### src/inc/nacc_regs.svh
`ifndef NACC_REGS_SVH
`define NACC_REGS_SVH

// reset values of the datapath state
`define NACC_ACC_RESET    4'h0
`define NACC_AUX_RESET    4'h0
`define NACC_CARRY_RESET  1'b0

// field positions of the program-memory byte
`define NACC_ROM_HI_MSB   7
`define NACC_ROM_HI_LSB   4
`define NACC_ROM_LO_MSB   3
`define NACC_ROM_LO_LSB   0

// system clock is the main clock divided by four
`define NACC_SYS_DIV      2'h3

`endif

### src/inc/nacc_pkg.sv
`default_nettype none
package nacc_pkg;

  // operation codes presented to the datapath on a system-clock step
  typedef enum logic [3:0] {
    NACC_OP_NOP      = 4'h0,
    NACC_OP_ADD      = 4'h1,  // acc + mem, carry flag untouched
    NACC_OP_ADDC     = 4'h2,  // acc + mem + carry, carry flag latched
    NACC_OP_ACC2AUX  = 4'h3,
    NACC_OP_AUX2ACC  = 4'h4,
    NACC_OP_ROMTBL   = 4'h5,  // rom_table_read_op
    NACC_OP_SETC     = 4'h6,  // set_carry_op
    NACC_OP_CLRC     = 4'h7,  // clear_carry_op
    NACC_OP_TESTC    = 4'h8,  // test_carry_op
    NACC_OP_LDMEM    = 4'h9,
    NACC_OP_STMEM    = 4'ha,
    NACC_OP_PORTIN   = 4'hb,
    NACC_OP_PORTOUT  = 4'hc,
    NACC_OP_PAIRLD   = 4'hd   // load pair from an 8-bit value
  } nacc_op_t;

  // step sequencer state
  typedef enum logic [1:0] {
    NACC_ST_IDLE = 2'b01,
    NACC_ST_EXEC = 2'b10
  } nacc_state_t;

endpackage
`default_nettype wire

### src/design/nacc_datapath.sv
`timescale 1ns/1ps
`default_nettype none
`include "nacc_regs.svh"

module nacc_datapath (
  input  wire logic       core_clk,
  input  wire logic       reset,
  input  wire logic [3:0] op_code,
  input  wire logic       op_valid,
  input  wire logic [3:0] mem_rdata,
  input  wire logic [7:0] rom_byte,
  input  wire logic [7:0] pair_wdata,
  input  wire logic [3:0] port_pins_in,
  output logic      [3:0] acc_out,
  output logic      [3:0] aux_out,
  output logic      [7:0] pair_out,
  output logic            carry_flag,
  output logic      [3:0] mem_wdata,
  output logic            mem_we,
  output logic      [3:0] port_pins_out,
  output logic            port_out_we,
  output logic            skip_next,
  output logic            sys_step,
  output logic            busy
);

  ////////////////////////////////////////////////////////////////////////////
  // pin synchroniser: port pins come from outside the clock domain

  logic [3:0] pin_meta_q;   // first stage, read only by second stage
  logic [3:0] pin_sync_q;   // second stage, safe to use
  logic [3:0] pin_meta_d;
  logic [3:0] pin_sync_d;

  // next values of the synchroniser
  always_comb begin
    pin_meta_d = port_pins_in;
    pin_sync_d = pin_meta_q;
  end

  // register the synchroniser stages
  always_ff @(posedge core_clk or posedge reset) begin
    if (reset) begin
      pin_meta_q <= 4'h0;
      pin_sync_q <= 4'h0;
    end else begin
      pin_meta_q <= pin_meta_d;
      pin_sync_q <= pin_sync_d;
    end
  end

  ////////////////////////////////////////////////////////////////////////////
  // divide by four: the datapath only steps on this one-cycle enable

  logic [1:0] div_q;
  logic [1:0] div_d;
  logic       step_q;   // high one cycle in four
  logic       step_d;

  // next divider count and enable
  always_comb begin
    div_d  = (div_q == `NACC_SYS_DIV) ? 2'h0 : div_q + 2'h1;
    step_d = (div_q == `NACC_SYS_DIV);
  end

  // register the divider
  always_ff @(posedge core_clk or posedge reset) begin
    if (reset) begin
      div_q  <= 2'h0;
      step_q <= 1'b0;
    end else begin
      div_q  <= div_d;
      step_q <= step_d;
    end
  end

  ////////////////////////////////////////////////////////////////////////////
  // sequencer: an op is held until the next step enable executes it

  nacc_pkg::nacc_state_t state_q;
  nacc_pkg::nacc_state_t state_d;
  logic [3:0]            op_q;      // captured opcode
  logic [3:0]            op_d;

  // next sequencer state; new ops are ignored while one is pending
  always_comb begin
    state_d = state_q;
    op_d    = op_q;
    case (state_q)
      nacc_pkg::NACC_ST_IDLE: begin
        if (op_valid) begin
          op_d    = op_code;
          state_d = nacc_pkg::NACC_ST_EXEC;
        end
      end
      nacc_pkg::NACC_ST_EXEC: begin
        if (step_q) begin
          state_d = nacc_pkg::NACC_ST_IDLE;
        end
      end
      default: begin
        state_d = nacc_pkg::NACC_ST_IDLE;
      end
    endcase
  end

  // register the sequencer
  always_ff @(posedge core_clk or posedge reset) begin
    if (reset) begin
      state_q <= nacc_pkg::NACC_ST_IDLE;
      op_q    <= 4'h0;
    end else begin
      state_q <= state_d;
      op_q    <= op_d;
    end
  end

  logic exec;   // the cycle in which the pending op takes effect
  assign exec = (state_q == nacc_pkg::NACC_ST_EXEC) && step_q;

  ////////////////////////////////////////////////////////////////////////////
  // register pair, carry flag and side-output state, declared ahead of the adder that reads it

  logic [3:0] acc_q;
  logic [3:0] acc_d;
  logic [3:0] aux_q;
  logic [3:0] aux_d;
  logic       carry_flag_q;
  logic       carry_flag_d;
  logic [3:0] mem_wdata_q;
  logic [3:0] mem_wdata_d;
  logic       mem_we_q;
  logic       mem_we_d;
  logic [3:0] port_q;
  logic [3:0] port_d;
  logic       port_we_q;
  logic       port_we_d;
  logic       skip_q;
  logic       skip_d;

  ////////////////////////////////////////////////////////////////////////////
  // adder: all four bits summed at once, carry-out is a plain wire

  logic       carry_in;
  logic [4:0] sum_wide;
  logic       alu_carry_out;   // never stored except by the add-with-carry op
  logic [3:0] alu_sum;

  // carry-in only joins the sum for the add-with-carry form
  always_comb begin
    carry_in      = (op_q == nacc_pkg::NACC_OP_ADDC) ? carry_flag_q : 1'b0;
    sum_wide      = {1'b0, acc_q} + {1'b0, mem_rdata} + {4'h0, carry_in};
    alu_sum       = sum_wide[3:0];
    alu_carry_out = sum_wide[4];
  end

  ////////////////////////////////////////////////////////////////////////////
  // register pair, carry flag and side outputs

  // next datapath state; strobes are one cycle wide
  always_comb begin
    acc_d        = acc_q;
    aux_d        = aux_q;
    carry_flag_d = carry_flag_q;
    mem_wdata_d  = mem_wdata_q;
    mem_we_d     = 1'b0;
    port_d       = port_q;
    port_we_d    = 1'b0;
    skip_d       = skip_q;
    if (exec) begin
      skip_d = 1'b0;
      case (op_q)
        nacc_pkg::NACC_OP_ADD: begin
          acc_d = alu_sum;
        end
        nacc_pkg::NACC_OP_ADDC: begin
          acc_d        = alu_sum;
          carry_flag_d = alu_carry_out;
        end
        nacc_pkg::NACC_OP_ACC2AUX: begin
          aux_d = acc_q;
        end
        nacc_pkg::NACC_OP_AUX2ACC: begin
          acc_d = aux_q;
        end
        nacc_pkg::NACC_OP_ROMTBL: begin
          aux_d = rom_byte[`NACC_ROM_HI_MSB:`NACC_ROM_HI_LSB];
          acc_d = rom_byte[`NACC_ROM_LO_MSB:`NACC_ROM_LO_LSB];
        end
        nacc_pkg::NACC_OP_SETC: begin
          carry_flag_d = 1'b1;
        end
        nacc_pkg::NACC_OP_CLRC: begin
          carry_flag_d = 1'b0;
        end
        nacc_pkg::NACC_OP_TESTC: begin
          skip_d = carry_flag_q;
        end
        nacc_pkg::NACC_OP_LDMEM: begin
          acc_d = mem_rdata;
        end
        nacc_pkg::NACC_OP_STMEM: begin
          mem_wdata_d = acc_q;
          mem_we_d    = 1'b1;
        end
        nacc_pkg::NACC_OP_PORTIN: begin
          acc_d = pin_sync_q;
        end
        nacc_pkg::NACC_OP_PORTOUT: begin
          port_d    = acc_q;
          port_we_d = 1'b1;
        end
        nacc_pkg::NACC_OP_PAIRLD: begin
          aux_d = pair_wdata[7:4];
          acc_d = pair_wdata[3:0];
        end
        default: begin
          acc_d = acc_q;   // nop and unused codes leave state alone except skip, cleared above
        end
      endcase
    end
  end

  // register the datapath; the auxiliary register is its own flop set
  always_ff @(posedge core_clk or posedge reset) begin
    if (reset) begin
      acc_q        <= `NACC_ACC_RESET;
      aux_q        <= `NACC_AUX_RESET;
      carry_flag_q <= `NACC_CARRY_RESET;
      mem_wdata_q  <= 4'h0;
      mem_we_q     <= 1'b0;
      port_q       <= 4'h0;
      port_we_q    <= 1'b0;
      skip_q       <= 1'b0;
    end else begin
      acc_q        <= acc_d;
      aux_q        <= aux_d;
      carry_flag_q <= carry_flag_d;
      mem_wdata_q  <= mem_wdata_d;
      mem_we_q     <= mem_we_d;
      port_q       <= port_d;
      port_we_q    <= port_we_d;
      skip_q       <= skip_d;
    end
  end

  // outputs straight from flops
  assign acc_out       = acc_q;
  assign aux_out       = aux_q;
  assign pair_out      = {aux_q, acc_q};
  assign carry_flag    = carry_flag_q;
  assign mem_wdata     = mem_wdata_q;
  assign mem_we        = mem_we_q;
  assign port_pins_out = port_q;
  assign port_out_we   = port_we_q;
  assign skip_next     = skip_q;
  assign sys_step      = step_q;
  assign busy          = state_q[1];   // exec bit of the one-hot state, no gate after the flop

  ////////////////////////////////////////////////////////////////////////////
  // checks

  chk_addc_carry_latch: assert property (@(posedge core_clk) disable iff (reset)
    exec && op_q == nacc_pkg::NACC_OP_ADDC |=> carry_flag_q == $past(alu_carry_out))
    else $error("carry flag did not latch adder carry-out");

  chk_add_keeps_carry: assert property (@(posedge core_clk) disable iff (reset)
    exec && op_q == nacc_pkg::NACC_OP_ADD |=> $stable(carry_flag_q))
    else $error("plain add changed the carry flag");

  chk_sum_parallel: assert property (@(posedge core_clk) disable iff (reset)
    exec && op_q == nacc_pkg::NACC_OP_ADDC
    |=> {carry_flag_q, acc_q} == $past({1'b0, acc_q}) + $past({1'b0, mem_rdata}) + $past({4'h0, carry_flag_q}))
    else $error("add with carry gave wrong result");

  chk_set_carry_one: assert property (@(posedge core_clk) disable iff (reset)
    exec && op_q == nacc_pkg::NACC_OP_SETC |=> carry_flag_q)
    else $error("set carry did not give one");

  chk_clear_carry_zero: assert property (@(posedge core_clk) disable iff (reset)
    exec && op_q == nacc_pkg::NACC_OP_CLRC |=> !carry_flag_q)
    else $error("clear carry did not give zero");

  chk_rom_split: assert property (@(posedge core_clk) disable iff (reset)
    exec && op_q == nacc_pkg::NACC_OP_ROMTBL |=> pair_out == $past(rom_byte))
    else $error("rom byte split wrong");

  chk_test_skip: assert property (@(posedge core_clk) disable iff (reset)
    exec && op_q == nacc_pkg::NACC_OP_TESTC |=> skip_next == $past(carry_flag_q))
    else $error("skip does not follow carry flag");

  chk_aux_to_acc: assert property (@(posedge core_clk) disable iff (reset)
    exec && op_q == nacc_pkg::NACC_OP_AUX2ACC |=> acc_q == $past(aux_q) && $stable(aux_q))
    else $error("aux to acc transfer wrong");

  chk_exec_spacing: assert property (@(posedge core_clk) disable iff (reset)
    exec |=> !step_q [*3])
    else $error("step enable faster than one in four");

endmodule
`default_nettype wire

### config.mk
export PLATFORM = sky130hd
export DESIGN_NAME = nacc_datapath
export DESIGN_NICKNAME = d
export VERILOG_FILES = /design/src/inc/nacc_pkg.sv /design/src/design/nacc_datapath.sv
export VERILOG_INCLUDE_DIRS = /design/src /design/src/inc
export SDC_FILE = /design/constraint.sdc
export NUM_CORES = 1
export LEC_CHECK = 0
export ABC_AREA = 1
export BUFFER_PORTS_ARGS = -buffer_cell sky130_fd_sc_hd__buf_2
export CORE_MARGIN = 4
export CORE_UTILIZATION = 33
export DETAILED_ROUTE_END_ITERATION = 16
export GPL_TIMING_DRIVEN = 1
export PLACE_DENSITY_LB_ADDON = 0.25
export RECOVER_POWER = 25
export SETUP_SLACK_MARGIN = 0.02
export SKIP_LAST_GASP = 1
export SLEW_MARGIN = 40
export SYNTH_ARGS = -nofsm -noshare
export SYNTH_HDL_FRONTEND = slang
export SYNTH_SLANG_ARGS = --single-unit
### constraint.sdc
create_clock -name core_clk -period 1.98 [get_ports core_clk]
set_clock_uncertainty 0.15 [all_clocks]
set_input_delay 0.297 -clock core_clk [delete_from_list [all_inputs] [get_ports core_clk]]
set_output_delay 0.297 -clock core_clk [all_outputs]
set_load 0.02 [all_outputs]
# [After elaboration in Yosys (flattened, before gate mapping)]
# Cells that the tools add are included.
[classes] addsub=3 eq_ne=18 mux=13 reduce_logical=12
[ops] cell="4-bit == test, second input constant" count=6
[ops] cell="4-bit case mux with 6 select lines" count=1
[ops] cell="4-bit by 3-bit == test with 1-bit output, second input constant" count=4
[ops] cell="2-bit AND reduction" count=7
[ops] cell="4-bit case mux with 3 select lines" count=1
[ops] cell="4-bit by 2-bit == test with 1-bit output, second input constant" count=2
[ops] cell="1-bit two-way mux" count=6
[ops] cell="2-bit two-way mux" count=3
[ops] cell="3-bit nonzero test" count=2
[ops] cell="6-bit nonzero test" count=1
[ops] cell="4-bit by 4-bit adder with 5-bit output" count=1
[ops] cell="5-bit by 1-bit adder with 5-bit output" count=1
[ops] cell="2-bit == test, second input constant" count=2
[ops] cell="4-bit by 1-bit == test with 1-bit output, second input constant" count=1
[ops] cell="2-bit != test, second input constant" count=2
[ops] cell="2-bit case mux with 2 select lines" count=1
[ops] cell="1-bit case mux with 3 select lines" count=1
[ops] cell="2-bit by 1-bit adder with 2-bit output, second input constant" count=1
[ops] cell="2-bit by 1-bit == test with 1-bit output, second input constant" count=1
[ops] cell="2-bit OR reduction" count=1
[ops] cell="1-bit logical AND" count=1
[totals] regBits=37 input_bits=31 output_inout_bits=30 elab_cells=60

# [Logic depth before layout (Yosys ltp)]
[logic_depth] ltp_word=4 depth_mapped=13 mapped_depth_nobuf=13

# [Worst setup path before layout]
# No wires, ideal clock.
[synth_timing] path_kind="flip-flop to flip-flop" from="register op_q[1]" to="register carry_flag_q (netlist: carry_flag)" setup_ns=0.126 arrival_ns=1.809 t_required_ns=1.704 path_slack_ns=-0.105 path_stages_with_launch=13 n_path_buf=0 period_less_slack_ns=2.085 cell_sequence="dfrtp_1 inv_1 nor2_1 nand2_1 nor2_1 fa_1 fa_1 a21oi_1 o21bai_1 nand2_1 nand2_1 nand2_1 o21ai_0"
[synth_between] elab_chain_len=4 elab_cells_between_ends=8 classes_between="1 x add/sub; 3 x eq/ne; 2 x mux; 2 x reduce/logical"
[synth_lines] element="start: declaration" line_no="nacc_datapath.sv:82" text="logic [3:0] op_q;"
[synth_lines] element="start signal: assignment" line_no="nacc_datapath.sv:114" text="op_q <= op_d;"
[synth_lines] element="4-bit by 2-bit == test with 1-bit output" line_no="nacc_datapath.sv:151, nacc_datapath.sv:172"
[synth_lines] element="1-bit two-way mux" line_no="nacc_datapath.sv:151" text="carry_in = (op_q == nacc_pkg::NACC_OP_ADDC) ? carry_flag_q : 1'b0;"
[synth_lines] element="5-bit by 1-bit adder with 5-bit output" line_no="nacc_datapath.sv:152" text="sum_wide = {1'b0, acc_q} + {1'b0, mem_rdata} + {4'h0, carry_in};"
[synth_lines] element="1-bit case mux with 3 select lines" line_no="nacc_datapath.sv:172" text="case (op_q)"
[synth_lines] element="end signal: assignment" line_no="nacc_datapath.sv:229" text="carry_flag_q <= `NACC_CARRY_RESET;"
[synth_lines] element="end signal: assignment" line_no="nacc_datapath.sv:238" text="carry_flag_q <= carry_flag_d;"
[synth_lines] element="end: declaration" line_no="nacc_datapath.sv:128" text="logic carry_flag_q;"
# Parallel ways exist; a longest one is shown, timed or not.
# A chain may end at the register's enable or synchronous reset.

# [Final worst setup path]
# Ends and elaborated chain as after synthesis.

==> run summary <==
DR iter-0 viols -> 82
Post-layout instance area -> 2399 um^2
Fin crit share -> 101.1%
Largest net degree at the start of global routing -> 38
Core Util, Final -> 45.80%
Clock sink total -> 37
Setup crit start kind -> flop
Clock tree from TritonCTS -> yes
Worst endpoint required time -> 2.01 ns
# setup viols final -> 2
Num rows -> 26
Avg Inst Size Synth -> 8.097 um^2
Placer Congestion -> 0.8751
Area growth syn-to-layout -> 30.50%
Tightest Pin Transition -> 0.9239 ns
Dpl hpwl -> 3.596 mm
Cells after DPL -> 358
First-pass GRT wire length -> 7.679 mm
Distinct cells, synth -> 20
I/O Pins -> 61
Die X -> 82.63 um
RR Endpoint -> carry_flag
Mapped cell area -> 1838 um^2
Final layout net count -> 338
Mapped Cells -> 227
Share of layout cells above drive strength 1 -> 30.79%
Hold path start -> op_code[1]
Vias per cell -> 4.446
Worst slew margin -> 38.41%
Routed WL per cell -> 12.44 um
Worst-Skew Late Latency -> 0.29 ns
Max-slew violations -> 0
Final wirelength -> 4.626 mm
Min Tclk post-route -> 2.001 ns
PortBufs -> 60
CTS root buf -> clkbuf_8
Clock-pin slew on the worst setup and hold paths -> 0.08 ns
Drt drc -> 0
Cell Count, Final, Fillers Out -> 372
RSZ-0062 raised after global routing -> true
Crit path max fanout -> 2
Hold Path Depth -> 3
Critical path startpoint -> op_q[1]
Worst Hold Endpoint -> op_q[1]
Worst setup path class -> flop to flop
Critical-path cell list -> inv_2, nor2_2, nand2_1, nor2_2, fa_2, fa_2, a21oi_1, o21bai_1, nand2_1, nand2_1, nand2_1, o21ai_0
Final hold vios -> 0
Die Y -> 82.63 um
Post-synth ARST share -> 100.0%
Crit-path max cell delay -> 0.40 ns
Outcome -> finished with violations
Final antenna-violating net count -> 0
Worst hold path class -> primary input to flop
# H-tree levels -> 2
Crit-path most repeated cell -> nand2_1
R2r setup slk -> -0.02 ns
Max Cap Viol -> 0
Longest Clk Path Bufs -> 2
Failing checks -> negative setup slack
Initial Util -> 35.09%
Gr usage total -> 15.16%
Highest clock rate -> 0.4997 GHz
Placed inst area -> 2241 um^2
CP arrival -> 2.03 ns
Pre-CTS setup slack -> -0.01063 ns
Pleak -> 1.302 nW
Drt pass-1 iters -> 4
GR Overflow Total -> 0
Sequential area share after synthesis -> 50.44%
Vias in the first global route -> 1702
Reg2reg start -> op_q[1]
Yosys reg bits -> 37
Worst r2r path cells -> 12
Initial antenna violation count -> 0
N_diodes -> 0
Pwr Density -> 1358 nW/um^2
Crit end category -> flop
CTS Buf Count -> 5
Syn Nets -> 264
PnR worst setup slack -> -0.02133 ns
DIE AREA -> 6828 um^2
Yosys Warn Count -> 0
Post-synth top flop -> dfrtp_1
Max rail drop VDD -> 0.0005370 V
Post-synth EDFFs -> 0
Via count -> 1654
Critical path's slowest cell -> dfrtp_1
Core Region -> 5238 um^2
[what timing repair did]
action                                  4_1_cts  5_1_grt
endpoints found under the setup margin        3        7
pin swaps                                     1        1
endpoints found under the hold margin        40        0
hold buffers                                  5        0
gates cloned                                  0        0
resized for setup                             2        3
setup buffers                                 1        0
[cells in the final DEF, fill, tap and decap left out, types with 2 or more instances in the layout]
| cell type | Yosys | final |
|---|---|---|
| a21oi_1 | 8 | 8 |
| buf_2 | 1 | 60 |
| buf_4 | 8 | 10 |
| clkbuf_8 | 0 | 5 |
| clkinvlp_4 | 0 | 2 |
| dfrtp_1 | 36 | 36 |
| dlygate4sd3_1 | 0 | 5 |
| fa_2 | 0 | 2 |
| ha_1 | 4 | 4 |
| inv_1 | 23 | 22 |
| inv_2 | 1 | 2 |
| nand2_1 | 70 | 70 |
| nand3_1 | 33 | 33 |
| nor2_1 | 17 | 13 |
| nor2_2 | 3 | 7 |
| nor3_2 | 1 | 2 |
| o21ai_0 | 14 | 14 |
[kinds of logic (layout without fill, tap and decap cells)]
kind of cell	count (synthesis)	in the layout	share of synthesized area, %
DFF	37	37	50.44
xor gates and xnor gates	1	1	0.4766
and+or+nand+nor	127	127	29.34
adders and majority gates	6	6	4.901
AOI/OAI and AO/OA	23	23	6.399
buffers and inverters	33	108	8.441
[sequential cells by signal (all words and copies together) (netlist names)]
| name | cells |
|---|---|
| acc_out | 4 |
| aux_out | 4 |
| carry_flag | 1 |
| div_q | 2 |
| mem_wdata | 4 |
| mem_we | 1 |
| op_q | 4 |
| pin_meta_q | 4 |
| pin_sync_q | 4 |
| port_out_we | 1 |
| port_pins_out | 4 |
| skip_next | 1 |
| state_q | 2 |
| sys_step | 1 |
[cell usage after synthesis (2+ instances only)]
master / number / area [um^2]
dfrtp_1: 36 / 900.9
a21oi_1: 8 / 40.04
inv_1: 23 / 86.33
o21ai_0: 14 / 70.07
nand2_1: 70 / 262.8
buf_4: 8 / 60.06
fa_1: 2 / 40.04
nor2_1: 17 / 63.81
nand3_1: 33 / 165.2
ha_1: 4 / 50.05
nor2_2: 3 / 18.77
[how the worst max path moves through the flow]
stage	to	slack (ns)	cells past startpoint
finish	carry_flag	-0.02	12
global route	acc_out[2]	-0.10	11
CTS	carry_flag	-0.01	12
detailed placement	carry_flag	-0.01	12
global placement	carry_flag	0.02	12
floorplan	carry_flag	0.01	12
[report_power, final]
group	leakage, nW	switching, mW	internal [mW]
registers	0.441	0.161	0.946
clock network	0.0374	0.268	0.248
logic	0.823	1.05	0.585
[critical path, delay by kind of cell (launching register included)]
family | cells | cell delay [ns]
buffers and inverters | 1 | 0.07
adders and majority gates | 2 | 0.70
DFF | 1 | 0.40
AOI/OAI and AO/OA | 3 | 0.28
and+or+nand+nor | 6 | 0.29
[final cells by class]
| type | instances | area (um^2) |
|---|---|---|
| Tap cell | 70 | 87.58 |
| Multi-Input combinational cell | 157 | 775.7 |
| Inverter | 24 | 90.09 |
| Clock inverter | 2 | 15.01 |
| Fill cell | 536 | 2839 |
| Clock buffer | 6 | 72.57 |
| Timing Repair Buffer | 76 | 430.4 |
| Sequential cell | 37 | 927.1 |
[per-layer routing]
| metal | up-vias | global-route usage [%] | wire, um |
|---|---|---|---|
| met1 | 727 | 20.20 | 2188 |
| met4 | 0 | 4.902 | 66 |
| met2 | 58 | 23.08 | 1933 |
| li1 | 862 | - | - |
| met5 | - | 0 | 0 |
| met3 | 7 | 5.206 | 438 |
[per-stage QoR]
| stage | power [mW] | setup TNS, ns | hold WS, ns |
|---|---|---|---|
| after floorplan | 2.227 | 0 | 0.1784 |
| after global placement | 2.714 | 0 | 0.1817 |
| after detailed placement | 2.724 | -0.01063 | 0.1847 |
| after CTS | 3.282 | -0.01474 | 0.09831 |
| after global routing | 3.549 | -0.2375 | 0.1355 |
| final | 3.258 | -0.02500 | 0.1095 |
Note: power is estimated with default switching activity, not from simulation.
